$ cat config.mk
export PLATFORM = sky130hd
export DESIGN_NAME = cmo_clock_manager
export DESIGN_NICKNAME = d
export VERILOG_FILES = /design/src/verilog/cmo_pkg.sv /design/src/verilog/cmo_sync.sv /design/src/verilog/cmo_stop_detect.sv /design/src/verilog/cmo_clock_manager.sv
export SDC_FILE = /design/constraint.sdc
export NUM_CORES = 1
export LEC_CHECK = 0
export BUFFER_PORTS_ARGS = -buffer_cell sky130_fd_sc_hd__buf_2
export CORE_ASPECT_RATIO = 0.7
export CORE_UTILIZATION = 58
export CTS_BUF_LIST = sky130_fd_sc_hd__clkbuf_16
export DETAILED_ROUTE_END_ITERATION = 7
export PLACE_DENSITY = 0.76
export RECOVER_POWER = 100
export SLEW_MARGIN = 25
export SYNTH_ARGS = -nofsm -noshare
export SYNTH_HDL_FRONTEND = slang
export SYNTH_SLANG_ARGS = --single-unit
$ cat constraint.sdc
create_clock -name core_clk -period 7.6 [get_ports core_clk]
set_input_delay 0.76 -clock core_clk [delete_from_list [all_inputs] [get_ports core_clk]]
set_output_delay 0.76 -clock core_clk [all_outputs]
set_load 0.01 [all_outputs]
$ cat src/verilog/cmo_pkg.sv
// Constants and types shared by the clock manager output block
package cmo_pkg;
  localparam int PERIOD_W = 16;
  localparam int STATUS_W = 16;
  localparam logic [STATUS_W-1:0] STATUS_RESET = 16'h0000;
  localparam int ST_OVF = 0;
  localparam int ST_REF_STOP = 1;
  localparam int ST_SYNTH_STOP = 2;
  localparam int ST_FB_STOP = 3;
  // Register byte offsets on the Avalon slave
  localparam logic [3:0] REG_CTRL = 4'h0;
  localparam logic [3:0] REG_STATUS = 4'h4;
  localparam logic [3:0] REG_PERIOD = 4'h8;
  localparam logic [3:0] REG_SHIFT = 4'hC;
  localparam int CTRL_RESTART_BIT = 0;
  localparam int STAT_LOCKED_BIT = 8;
  localparam int STAT_LOST_BIT = 9;
  // Counts
  localparam int LOCK_REF_CYCLES = 4096;
  localparam int FB_LOSS_CYCLES = 8192;
  localparam logic [31:0] SYNTH_STOP_CYCLES = 32'h0000_0100;
  localparam logic [3:0] SHIFT_STEP_CYCLES = 4'h4;
  localparam logic signed [9:0] SHIFT_LIMIT = 10'sh0FF;
  localparam int DIVISION_DEFAULT = 2;
  localparam int SYNTH_MULT_DEFAULT = 4;
  localparam int SYNTH_DIV_DEFAULT = 1;
  typedef enum logic [2:0] {
    SHIFT_NONE, SHIFT_FIXED, SHIFT_VAR_POS, SHIFT_VAR_CENTER, SHIFT_DIRECT
  } cmo_shift_mode_t;
  typedef enum logic [1:0] {LK_ACQUIRE, LK_LOCKED, LK_LOST} cmo_lock_state_t;
endpackage

$ cat src/verilog/cmo_sync.sv
// Two-flop synchroniser with edge pulses taken after the second flop
module cmo_sync (
  input  wire logic core_clk,
  input  wire logic reset_n,
  input  wire logic async_in,
  output logic      level_q,
  output logic      rise,
  output logic      fall
);
  logic meta_q;
  logic prev_q;

  always_ff @(posedge core_clk) begin
    if (!reset_n) begin
      meta_q  <= 1'b0;
      level_q <= 1'b0;
      prev_q  <= 1'b0;
    end else begin
      meta_q  <= async_in;
      level_q <= meta_q;
      prev_q  <= level_q;
    end
  end

  assign rise = level_q & ~prev_q;
  assign fall = ~level_q & prev_q;
endmodule

$ cat src/verilog/cmo_stop_detect.sv
// Flags a signal that has shown no edge for longer than a limit
module cmo_stop_detect (
  input  wire logic        core_clk,
  input  wire logic        clear,
  input  wire logic        edge_seen,
  input  wire logic [31:0] limit,
  output logic             stopped_q
);
  logic [31:0] idle_q;

  always_ff @(posedge core_clk) begin
    if (clear) begin
      idle_q    <= 32'h0000_0000;
      stopped_q <= 1'b0;
    end else begin
      if (edge_seen) begin
        idle_q <= 32'h0000_0000;
      end else if (idle_q != 32'hFFFF_FFFF) begin
        idle_q <= idle_q + 32'h0000_0001;
      end
      // A single missed edge gives a gap equal to the limit, which is tolerated
      stopped_q <= !edge_seen && (idle_q > limit);
    end
  end
endmodule

$ cat src/verilog/cmo_clock_manager.sv
// Clock manager outputs: derived clocks, lock, phase shift, status bus
// Function
// - Base output runs at effective reference rate
// - Quarter, half, three-quarter delayed 1x outputs
// - Locked doubled output, aligned, even duty
// - Before lock doubled is 1x, quarter high
// - Inverted doubled output half period shifted once locked; before lock it is high three quarters of the period
// - Divided output aligned, reference over setting
// - Synthesized rate is reference times M over D
// - Synth rising edges align every D cycles
// - Inverted synthesized output half period shifted
// - Lock raised after thousands of reference cycles
// - Startup hold waits for lock
// - Shift done pulses one shift clock period
// - Status bit 0 flags shift overflow
// - Status bit 1 flags reference stopped
// - Status bit 2 sticky synth stopped
// - Status bit 3 flags feedback stopped
// - Long feedback stop drops lock; reset recovers
// - Status on data bus, bits 3-0
// - Status all low while unlocked
// - Access enable answered by ready
// - Reset forces lock, status, clocks low
// - Idle access enable shows status
module cmo_clock_manager #(
  parameter bit                       INPUT_HALVING_OPTION = 1'b0,
  parameter int                       DIVISION_SETTING     = cmo_pkg::DIVISION_DEFAULT,
  parameter int                       SYNTH_MULTIPLIER     = cmo_pkg::SYNTH_MULT_DEFAULT,
  parameter int                       SYNTH_DIVISOR        = cmo_pkg::SYNTH_DIV_DEFAULT,
  parameter bit                       STARTUP_HOLD_OPTION  = 1'b0,
  parameter bit                       FEEDBACK_CONNECTED   = 1'b1,
  parameter bit                       SYNTH_USED           = 1'b1,
  parameter cmo_pkg::cmo_shift_mode_t PHASE_SHIFT_MODE     = cmo_pkg::SHIFT_VAR_CENTER,
  parameter int                       LOCK_CYCLES          = cmo_pkg::LOCK_REF_CYCLES,
  parameter int                       FB_LOSS_CYCLES       = cmo_pkg::FB_LOSS_CYCLES
) (
  input  wire logic        core_clk,
  input  wire logic        reset_n,
  input  wire logic        ref_clk_in,
  input  wire logic        feedback_clk_in,
  input  wire logic        shift_clk,
  input  wire logic        shift_request,
  input  wire logic        shift_direction,
  input  wire logic        reconfig_access_enable,
  input  wire logic [3:0]  avs_address,
  input  wire logic        avs_read,
  input  wire logic        avs_write,
  input  wire logic [31:0] avs_writedata,
  input  wire logic [3:0]  avs_byteenable,
  output logic [31:0]      avs_readdata,
  output logic             avs_waitrequest,
  output logic             base_clk_out,
  output logic             quarter_phase_clk_out,
  output logic             half_phase_clk_out,
  output logic             three_quarter_phase_clk_out,
  output logic             doubled_clk_out,
  output logic             doubled_inv_clk_out,
  output logic             divided_clk_out,
  output logic             synth_clk_out,
  output logic             synth_inv_clk_out,
  output logic             locked,
  output logic             config_release,
  output logic             shift_done,
  output logic [15:0]      status_out,
  output logic             reconfig_ready
);
  localparam int PW = cmo_pkg::PERIOD_W;
  localparam logic [31:0] DIV_W = 32'(DIVISION_SETTING);
  localparam logic [31:0] SYN_M = 32'(SYNTH_MULTIPLIER);
  localparam logic [31:0] SYN_D = 32'(SYNTH_DIVISOR);
  localparam logic [15:0] LOCK_N = 16'(LOCK_CYCLES - 1);
  localparam logic [31:0] LOSS_N = 32'(FB_LOSS_CYCLES);

  function automatic logic [31:0] mul32(input logic [31:0] a, input logic [31:0] b);
    mul32 = 32'(a * b);
  endfunction

  logic ref_rise, ref_fall, fb_rise, fb_fall, sclk_rise;
  logic req_s, dir_s, rst, restart_q;
  logic halve_q, eff_rise, ref_stop, fb_stop_raw, syn_stop_raw;
  logic [PW-1:0] phase_q, period_q, half, qtr, pm;
  logic [7:0] div_cnt_q, grp_cnt_q;
  logic [31:0] acc_q, syn_limit, syn_sum, div_pos;
  logic syn_q, syn_prev_q, synth_stop_q, grp_wrap, dbl_d;
  logic [15:0] lock_cnt_q;
  logic [31:0] loss_cnt_q;
  cmo_pkg::cmo_lock_state_t lock_st_q;
  logic is_locked, variable_mode;
  logic signed [9:0] offset_q, lo_lim;
  logic [3:0] step_cnt_q;
  logic busy_q, ovf_q, done_q, ack_q, req;
  logic [31:0] rdata_q;
  logic [15:0] status_d;

  // Soft restart from software resets everything except the input synchronisers and the Avalon slave registers
  assign rst = !reset_n || restart_q;

  cmo_sync u_ref (.core_clk(core_clk), .reset_n(reset_n), .async_in(ref_clk_in),
                  .level_q(), .rise(ref_rise), .fall(ref_fall));
  cmo_sync u_fb (.core_clk(core_clk), .reset_n(reset_n), .async_in(feedback_clk_in),
                 .level_q(), .rise(fb_rise), .fall(fb_fall));
  cmo_sync u_sclk (.core_clk(core_clk), .reset_n(reset_n), .async_in(shift_clk),
                   .level_q(), .rise(sclk_rise), .fall());
  cmo_sync u_req (.core_clk(core_clk), .reset_n(reset_n), .async_in(shift_request),
                  .level_q(req_s), .rise(), .fall());
  cmo_sync u_dir (.core_clk(core_clk), .reset_n(reset_n), .async_in(shift_direction),
                  .level_q(dir_s), .rise(), .fall());

  // Input halving keeps every other reference rise
  always_ff @(posedge core_clk) begin
    if (rst) begin
      halve_q <= 1'b0;
    end else if (ref_rise) begin
      halve_q <= !halve_q;
    end
  end
  assign eff_rise = ref_rise && (!INPUT_HALVING_OPTION || halve_q);

  // Phase counter over one effective reference period; frozen while the reference is stopped
  always_ff @(posedge core_clk) begin
    if (rst) begin
      phase_q  <= '0;
      period_q <= '0;
    end else if (eff_rise) begin
      period_q <= phase_q + 1'b1;
      phase_q  <= '0;
    end else if (!ref_stop && phase_q != '1) begin
      phase_q <= phase_q + 1'b1;
    end
  end

  assign half = period_q >> 1;
  assign qtr  = period_q >> 2;
  assign pm   = (phase_q >= half) ? phase_q - half : phase_q;
  assign div_pos = mul32(32'(div_cnt_q), 32'(period_q)) + 32'(phase_q);
  assign dbl_d = is_locked ? (pm < (half >> 1)) : (phase_q < qtr);

  always_ff @(posedge core_clk) begin
    if (rst) begin
      div_cnt_q <= 8'h00;
      grp_cnt_q <= 8'h00;
    end else if (eff_rise) begin
      div_cnt_q <= (32'(div_cnt_q) == DIV_W - 1) ? 8'h00 : div_cnt_q + 8'h01;
      grp_cnt_q <= grp_wrap ? 8'h00 : grp_cnt_q + 8'h01;
    end
  end
  assign grp_wrap = (32'(grp_cnt_q) == SYN_D - 1);

  // Clock outputs are registered so they cannot glitch from decode hazards
  always_ff @(posedge core_clk) begin
    if (rst) begin
      base_clk_out                <= 1'b0;
      quarter_phase_clk_out       <= 1'b0;
      half_phase_clk_out          <= 1'b0;
      three_quarter_phase_clk_out <= 1'b0;
      doubled_clk_out             <= 1'b0;
      doubled_inv_clk_out         <= 1'b0;
      divided_clk_out             <= 1'b0;
    end else begin
      base_clk_out                <= phase_q < half;
      quarter_phase_clk_out       <= phase_q >= qtr && phase_q < half + qtr;
      half_phase_clk_out          <= phase_q >= half;
      three_quarter_phase_clk_out <= phase_q < qtr || phase_q >= half + qtr;
      doubled_clk_out             <= dbl_d;
      doubled_inv_clk_out         <= !dbl_d;
      divided_clk_out             <= {div_pos, 1'b0} < {1'b0, mul32(DIV_W, 32'(period_q))};
    end
  end

  // Synthesizer: accumulator toggles every D*P/(2M) core cycles
  assign syn_limit = mul32(SYN_D, 32'(period_q));
  assign syn_sum   = acc_q + {SYN_M[30:0], 1'b0};

  always_ff @(posedge core_clk) begin
    if (rst) begin
      acc_q             <= 32'h0000_0000;
      syn_q             <= 1'b0;
      synth_clk_out     <= 1'b0;
      synth_inv_clk_out <= 1'b0;
    end else begin
      if (!SYNTH_USED || synth_stop_q || syn_limit == 32'h0000_0000) begin
        acc_q <= acc_q; // A stopped synthesizer does not resume until reset
      end else if (eff_rise && grp_wrap) begin
        acc_q <= 32'h0000_0000;
        syn_q <= 1'b1;
      end else if (!ref_stop) begin
        if (syn_sum >= syn_limit) begin
          acc_q <= syn_sum - syn_limit;
          syn_q <= !syn_q;
        end else begin
          acc_q <= syn_sum;
        end
      end
      synth_clk_out     <= syn_q;
      synth_inv_clk_out <= SYNTH_USED && !syn_q;
    end
  end

  always_ff @(posedge core_clk) begin
    if (rst) begin
      syn_prev_q <= 1'b0;
    end else begin
      syn_prev_q <= syn_q;
    end
  end

  cmo_stop_detect u_ref_stop (.core_clk(core_clk), .clear(rst), .edge_seen(ref_rise | ref_fall),
                              .limit(32'(period_q)), .stopped_q(ref_stop));
  cmo_stop_detect u_fb_stop (.core_clk(core_clk), .clear(rst), .edge_seen(fb_rise | fb_fall),
                             .limit(32'(period_q)), .stopped_q(fb_stop_raw));
  cmo_stop_detect u_syn_stop (.core_clk(core_clk), .clear(rst), .edge_seen(syn_q ^ syn_prev_q),
                              .limit(cmo_pkg::SYNTH_STOP_CYCLES), .stopped_q(syn_stop_raw));

  always_ff @(posedge core_clk) begin
    if (rst) begin
      synth_stop_q <= 1'b0;
    end else if (SYNTH_USED && is_locked && syn_stop_raw) begin
      synth_stop_q <= 1'b1;
    end
  end

  // Lock: count stable effective periods, then watch for a long feedback loss
  assign is_locked = (lock_st_q == cmo_pkg::LK_LOCKED);

  always_ff @(posedge core_clk) begin
    if (rst) begin
      lock_st_q  <= cmo_pkg::LK_ACQUIRE;
      lock_cnt_q <= 16'h0000;
      loss_cnt_q <= 32'h0000_0000;
    end else begin
      case (lock_st_q)
        cmo_pkg::LK_ACQUIRE: begin
          if (eff_rise) begin
            if (phase_q + 1'b1 != period_q || ref_stop) begin
              lock_cnt_q <= 16'h0000;
            end else if (lock_cnt_q == LOCK_N && !(FEEDBACK_CONNECTED && fb_stop_raw)) begin
              lock_st_q <= cmo_pkg::LK_LOCKED;
            end else if (lock_cnt_q != LOCK_N) begin
              lock_cnt_q <= lock_cnt_q + 16'h0001;
            end
          end
        end
        cmo_pkg::LK_LOCKED: begin
          if (FEEDBACK_CONNECTED && fb_stop_raw) begin
            loss_cnt_q <= loss_cnt_q + 32'h0000_0001;
            if (loss_cnt_q == LOSS_N - 1) begin
              lock_st_q <= cmo_pkg::LK_LOST;
            end
          end else begin
            loss_cnt_q <= 32'h0000_0000;
          end
        end
        default: begin
          lock_st_q <= cmo_pkg::LK_LOST; // Only a reset leaves this state
        end
      endcase
    end
  end

  always_ff @(posedge core_clk) begin
    if (rst) begin
      locked         <= 1'b0;
      config_release <= 1'b0;
    end else begin
      locked         <= is_locked;
      config_release <= !STARTUP_HOLD_OPTION || is_locked;
    end
  end

  // Variable phase shift, stepped on synchronised shift clock rises
  assign variable_mode = PHASE_SHIFT_MODE == cmo_pkg::SHIFT_VAR_POS
                      || PHASE_SHIFT_MODE == cmo_pkg::SHIFT_VAR_CENTER
                      || PHASE_SHIFT_MODE == cmo_pkg::SHIFT_DIRECT;
  assign lo_lim = (PHASE_SHIFT_MODE == cmo_pkg::SHIFT_VAR_CENTER) ? -cmo_pkg::SHIFT_LIMIT : 10'sh000;

  always_ff @(posedge core_clk) begin
    if (rst) begin
      offset_q   <= 10'sh000;
      step_cnt_q <= 4'h0;
      busy_q     <= 1'b0;
      ovf_q      <= 1'b0;
      done_q     <= 1'b0;
    end else if (variable_mode && sclk_rise) begin
      done_q <= 1'b0;
      if (!busy_q && req_s) begin
        busy_q     <= 1'b1;
        step_cnt_q <= 4'h1;
        if (dir_s && offset_q < cmo_pkg::SHIFT_LIMIT) begin
          offset_q <= offset_q + 10'sh001;
          ovf_q    <= 1'b0;
        end else if (!dir_s && offset_q > lo_lim) begin
          offset_q <= offset_q - 10'sh001;
          ovf_q    <= 1'b0;
        end else begin
          ovf_q <= 1'b1;
        end
      end else if (busy_q) begin
        if (step_cnt_q == cmo_pkg::SHIFT_STEP_CYCLES) begin
          busy_q <= 1'b0;
          done_q <= 1'b1;
        end else begin
          step_cnt_q <= step_cnt_q + 4'h1;
        end
      end
    end
  end
  assign shift_done = done_q;

  // Status bus and reconfiguration answer
  always_comb begin
    status_d = cmo_pkg::STATUS_RESET;
    status_d[cmo_pkg::ST_OVF] = (PHASE_SHIFT_MODE != cmo_pkg::SHIFT_NONE) && ovf_q;
    status_d[cmo_pkg::ST_REF_STOP] = ref_stop;
    status_d[cmo_pkg::ST_SYNTH_STOP] = synth_stop_q;
    status_d[cmo_pkg::ST_FB_STOP] = FEEDBACK_CONNECTED && fb_stop_raw;
    if (!is_locked || reconfig_access_enable) begin
      status_d = cmo_pkg::STATUS_RESET;
    end
  end

  always_ff @(posedge core_clk) begin
    if (rst) begin
      status_out     <= cmo_pkg::STATUS_RESET;
      reconfig_ready <= 1'b0;
    end else begin
      status_out     <= status_d;
      reconfig_ready <= reconfig_access_enable;
    end
  end

  // Avalon slave: one wait state, then the request completes
  assign req = avs_read || avs_write;
  assign avs_waitrequest = req && !ack_q;
  assign avs_readdata = rdata_q;

  always_ff @(posedge core_clk) begin
    if (!reset_n) begin
      ack_q     <= 1'b0;
      rdata_q   <= 32'h0000_0000;
      restart_q <= 1'b0;
    end else begin
      ack_q     <= req && !ack_q;
      restart_q <= avs_write && ack_q && avs_address == cmo_pkg::REG_CTRL
                && avs_byteenable[0] && avs_writedata[cmo_pkg::CTRL_RESTART_BIT];
      if (avs_read && !ack_q) begin
        if (avs_address == cmo_pkg::REG_STATUS) begin
          rdata_q <= {22'h0, lock_st_q == cmo_pkg::LK_LOST, is_locked, 4'h0, status_d[3:0]};
        end else if (avs_address == cmo_pkg::REG_PERIOD) begin
          rdata_q <= {16'h0000, period_q};
        end else if (avs_address == cmo_pkg::REG_SHIFT) begin
          rdata_q <= {{22{offset_q[9]}}, offset_q};
        end else begin
          rdata_q <= 32'h0000_0000;
        end
      end
    end
  end
endmodule

==> key figures <==
Outcome
  – Status: finished, violations left
  – Failing checks: capacitance limit, slew limit

GRT
  – Grt peak-use layer: met2
  – Largest net degree at the start of global routing: 49
  – Total GRT Usage: 29.5%
  – First-pass GRT wire length: around 100000 um
  – Met1 GRT Util: 42.1%
  – GR Util met2: 46.1%
  – Initial antenna violation count: 1
  – Vias in the first global route: 19500
  – Met3 Resource Use GR: roughly 5.7%
  – GR Overflow Total: 0

Placed design
  – Post-DP HPWL: approximately 46000 um
  – Dpl cells: 3380
  – IO Port Bufs: between 60 and 70
  – Final RePlAce weighted congestion: 0.971

Timing
  – Clk_skew: 14.2 ps
  – Worst-margin pin slew: 3380 ps
  – Slew Limit Fails: 164
  – Fmax: approximately 0.15 GHz
  – Setup tns final: 0 ps
  – RSZ-0062 raised after global routing: false
  – Final min period: roughly 6600 ps
  – Setup Viol. Count Final: 0
  – Hold Vio Cnt, Final: 0
  – Max_slew headroom: -128%
  – Final period utilization: 87.5%

Synthesis
  – Post-synth EDFFs: 0
  – Mapped Cells: 2883
  – Avg Cell Area, Syn: 8.22 um2
  – Syn. warnings: 0
  – Cell Area, Synth: 23700 um2
  – Top_reg_cell synth: dfxtp_1
  – FFs w/ async S/R, synth: 0%
  – Sequential-to-total area share from yosys stat: 25.0%
  – Flops & latches, synth: 296
  – Unique masters post-synth: 95

Pwr
  – LEAKAGE: 10.6 nW
  – Total power divided by cell area: about 200 nW/um2
  – Worst IR Drop VDD: roughly 0.24 mV

Detailed routing
  – Routed Antenna Nets: 0
  – Vias after detailed routing: ~21000
  – WL per Instance: 18.1 um
  – Routed vias/inst: 6.02
  – Number of remaining DRC errors: 0
  – Final wirelength: 62200 um
  – DR iter-0 viols: 2068
  – TritonRoute pass-1 iters: 6

Die
  – Die Wd: 244 um
  – Cell Rows: 61
  – Starting density of the core: 59.3%
  – Core Box Area: 40000 um2
  – Die area: 41700 um2
  – I/O pin cnt: 112
  – Die Y: 171 um

CTS
  – Root Driver: clkbuf_16
  – CTS sink cnt: 296
  – Maximum root-to-sink buffer count: 3
  – Post-CTS Setup Inserts: 0
  – Post-CTS Hold Buffers: 0
  – CTS tree: done
  – Clock Pin Slew Worst Setup and Hold Paths: 70 ps
  – Gates resized, CTS repair: 0
  – Clk_lat worst skew: 580 ps
  – H-tree depth: 1
  – CTS buffer count: 31

Setup path
  – Kind of critical path: reg2reg
  – Critical path fanouts, max: 21
  – Critical Path RT: a little over 8000 ps
  – Crit path DAT: 7130 ps
  – CP Capture Type: flop
  – Setup crit start kind: flop
  – R2R Setup Slk: 950 ps

Run
  – Max Cap Violations: 5

Final layout
  – Area growth from synthesis to layout: 5.58%
  – Share of cells above drive strength 1: 3.90%
  – Antenna Cells: 0
  – Post-route insts no fill: 3433
  – Final nets: around 3200

Min path
  – Hold Crit Class: in2reg
==> layout by cell type (no fill, tap or decap), types with 16 or more instances in the layout <==
cell / synthesis / final
nand2b_1: 25 / 25
nor2b_1: 29 / 29
mux2i_1: 17 / 17
nand4_1: 69 / 69
fa_1: 104 / 104
o21bai_1: 25 / 25
nand2_1: 234 / 235
and2_1: 105 / 94
o21ai_0: 103 / 110
a21o_1: 41 / 41
nor2_1: 306 / 306
and3_1: 41 / 41
xor2_1: 127 / 127
dfxtp_1: 296 / 296
inv_1: 228 / 233
nor4_1: 39 / 40
a211oi_1: 22 / 22
clkbuf_1: 83 / 62
nand3_1: 99 / 99
a22oi_1: 16 / 16
a21oi_1: 151 / 151
nor3_1: 58 / 59
xnor2_1: 129 / 129
ha_1: 215 / 214
or3_1: 39 / 39
and4_1: 27 / 27
clkbuf_16: 0 / 31
==> sequential cells by signal, indices dropped and copies added, names as in the netlist, 2 cells and up <==
| name | cells |
|---|---|
| avs_readdata | 17 |
| div_cnt_q | 8 |
| lock_st_q | 2 |
| step_cnt_q | 4 |
| acc_q | 32 |
| period_q | 16 |
| loss_cnt_q | 32 |
| grp_cnt_q | 8 |
| offset_q | 10 |
| u_ref_stop.idle_q | 32 |
| u_fb_stop.idle_q | 32 |
| lock_cnt_q | 16 |
| phase_q | 16 |
| status_out | 4 |
| u_syn_stop.idle_q | 32 |
==> cell usage after synthesis (29+ instances only) <==
cell type	instances	area share, %
a21o_1	41	1.3
a21oi_1	151	3.2
and2_1	105	2.8
and3_1	41	1.1
clkbuf_1	83	1.3
dfxtp_1	296	25
fa_1	104	8.8
ha_1	215	11
inv_1	228	3.6
nand2_1	234	3.7
nand3_1	99	2.1
nand4_1	69	1.8
nor2_1	306	4.8
nor2b_1	29	0.77
nor3_1	58	1.2
nor4_1	39	1.0
o21ai_0	103	2.2
or3_1	39	1.0
xnor2_1	129	4.8
xor2_1	127	4.7
==> report_power, final <==
group | internal [W] | switching (W)
Combinational | 0.000728 | 0.00106
Clock | 0.000737 | 0.000655
Sequential | 0.00165 | 0.000173
Total | 0.00312 | 0.00189
==> layer usage <==
layer	part of all wire, %	vias to the layer above	routed length (um)
met4	2.2	0	1340
met1	46	9874	28400
met2	43	811	26800
met3	9.2	102	5700
li1	-	9882	-
met5	0	-	0
==> worst max-delay path, cell delays in order, from the launching register on <==
cell and delay, ps:
dfxtp_1 910, nand2_1 170, fa_1 540, inv_1 50, fa_1 460, ha_1 290
inv_1 50, fa_1 530, inv_1 70, fa_1 450, a21o_1 170, a21oi_1 210
o21bai_1 150, a31oi_1 390, inv_1 70, a21oi_1 230, o21bai_1 90, a21oi_1 180
xnor2_1 150, ha_1 250, nand3_1 110, nor2_1 100, a221o_1 300, nor4_1 220
nand4_1 150, nor4_1 240
==> worst paths after layout <==
path	cells after the start	to	from
max	25	divided_clk_out	div_cnt_q[0]
min	2	u_fb.meta_q	feedback_clk_in
max reg2reg	25	divided_clk_out	div_cnt_q[0]
min reg2reg	1	u_req.level_q	u_req.meta_q
==> per-stage QoR <==
step           setup WS [ps]  power [W]  hold WS [ps]  util, %  cell area (um2)
4_1_cts                 1060    0.00502           361     62.9            25200
6_report                 953    0.00501           387     62.6            25000
5_1_grt                  466    0.00529           381     62.6            25000
3_3_place_gp            1260    0.00356           423     60.6            24300
2_1_floorplan           1730    0.00324           412        -            23700
3_5_place_dp            1050    0.00362           423     60.7            24300
==> layout make-up <==
class                      instances  area, um2
multi-input combinational       2236      16300
fill                            3439      15000
sequential                       296       5930
inverter                         228        856
clock buffer                      31        776
tap                              535        669
timing repair buffer              86        378
clock inverter                    21        116
==> kinds of logic after synthesis <==
logic type	count (synthesis)	share of synthesized area, %
xor gates and xnor gates	259	9.75
adders and majority gates	319	20.1
DFF	296	25.0
other	1	0.0158
and+or+nand+nor	1129	24.4
muxes	20	0.861
AOI/OAI and AO/OA	497	13.5
buffers and inverters	362	6.34
Note: power is estimated with default switching activity, not from simulation.
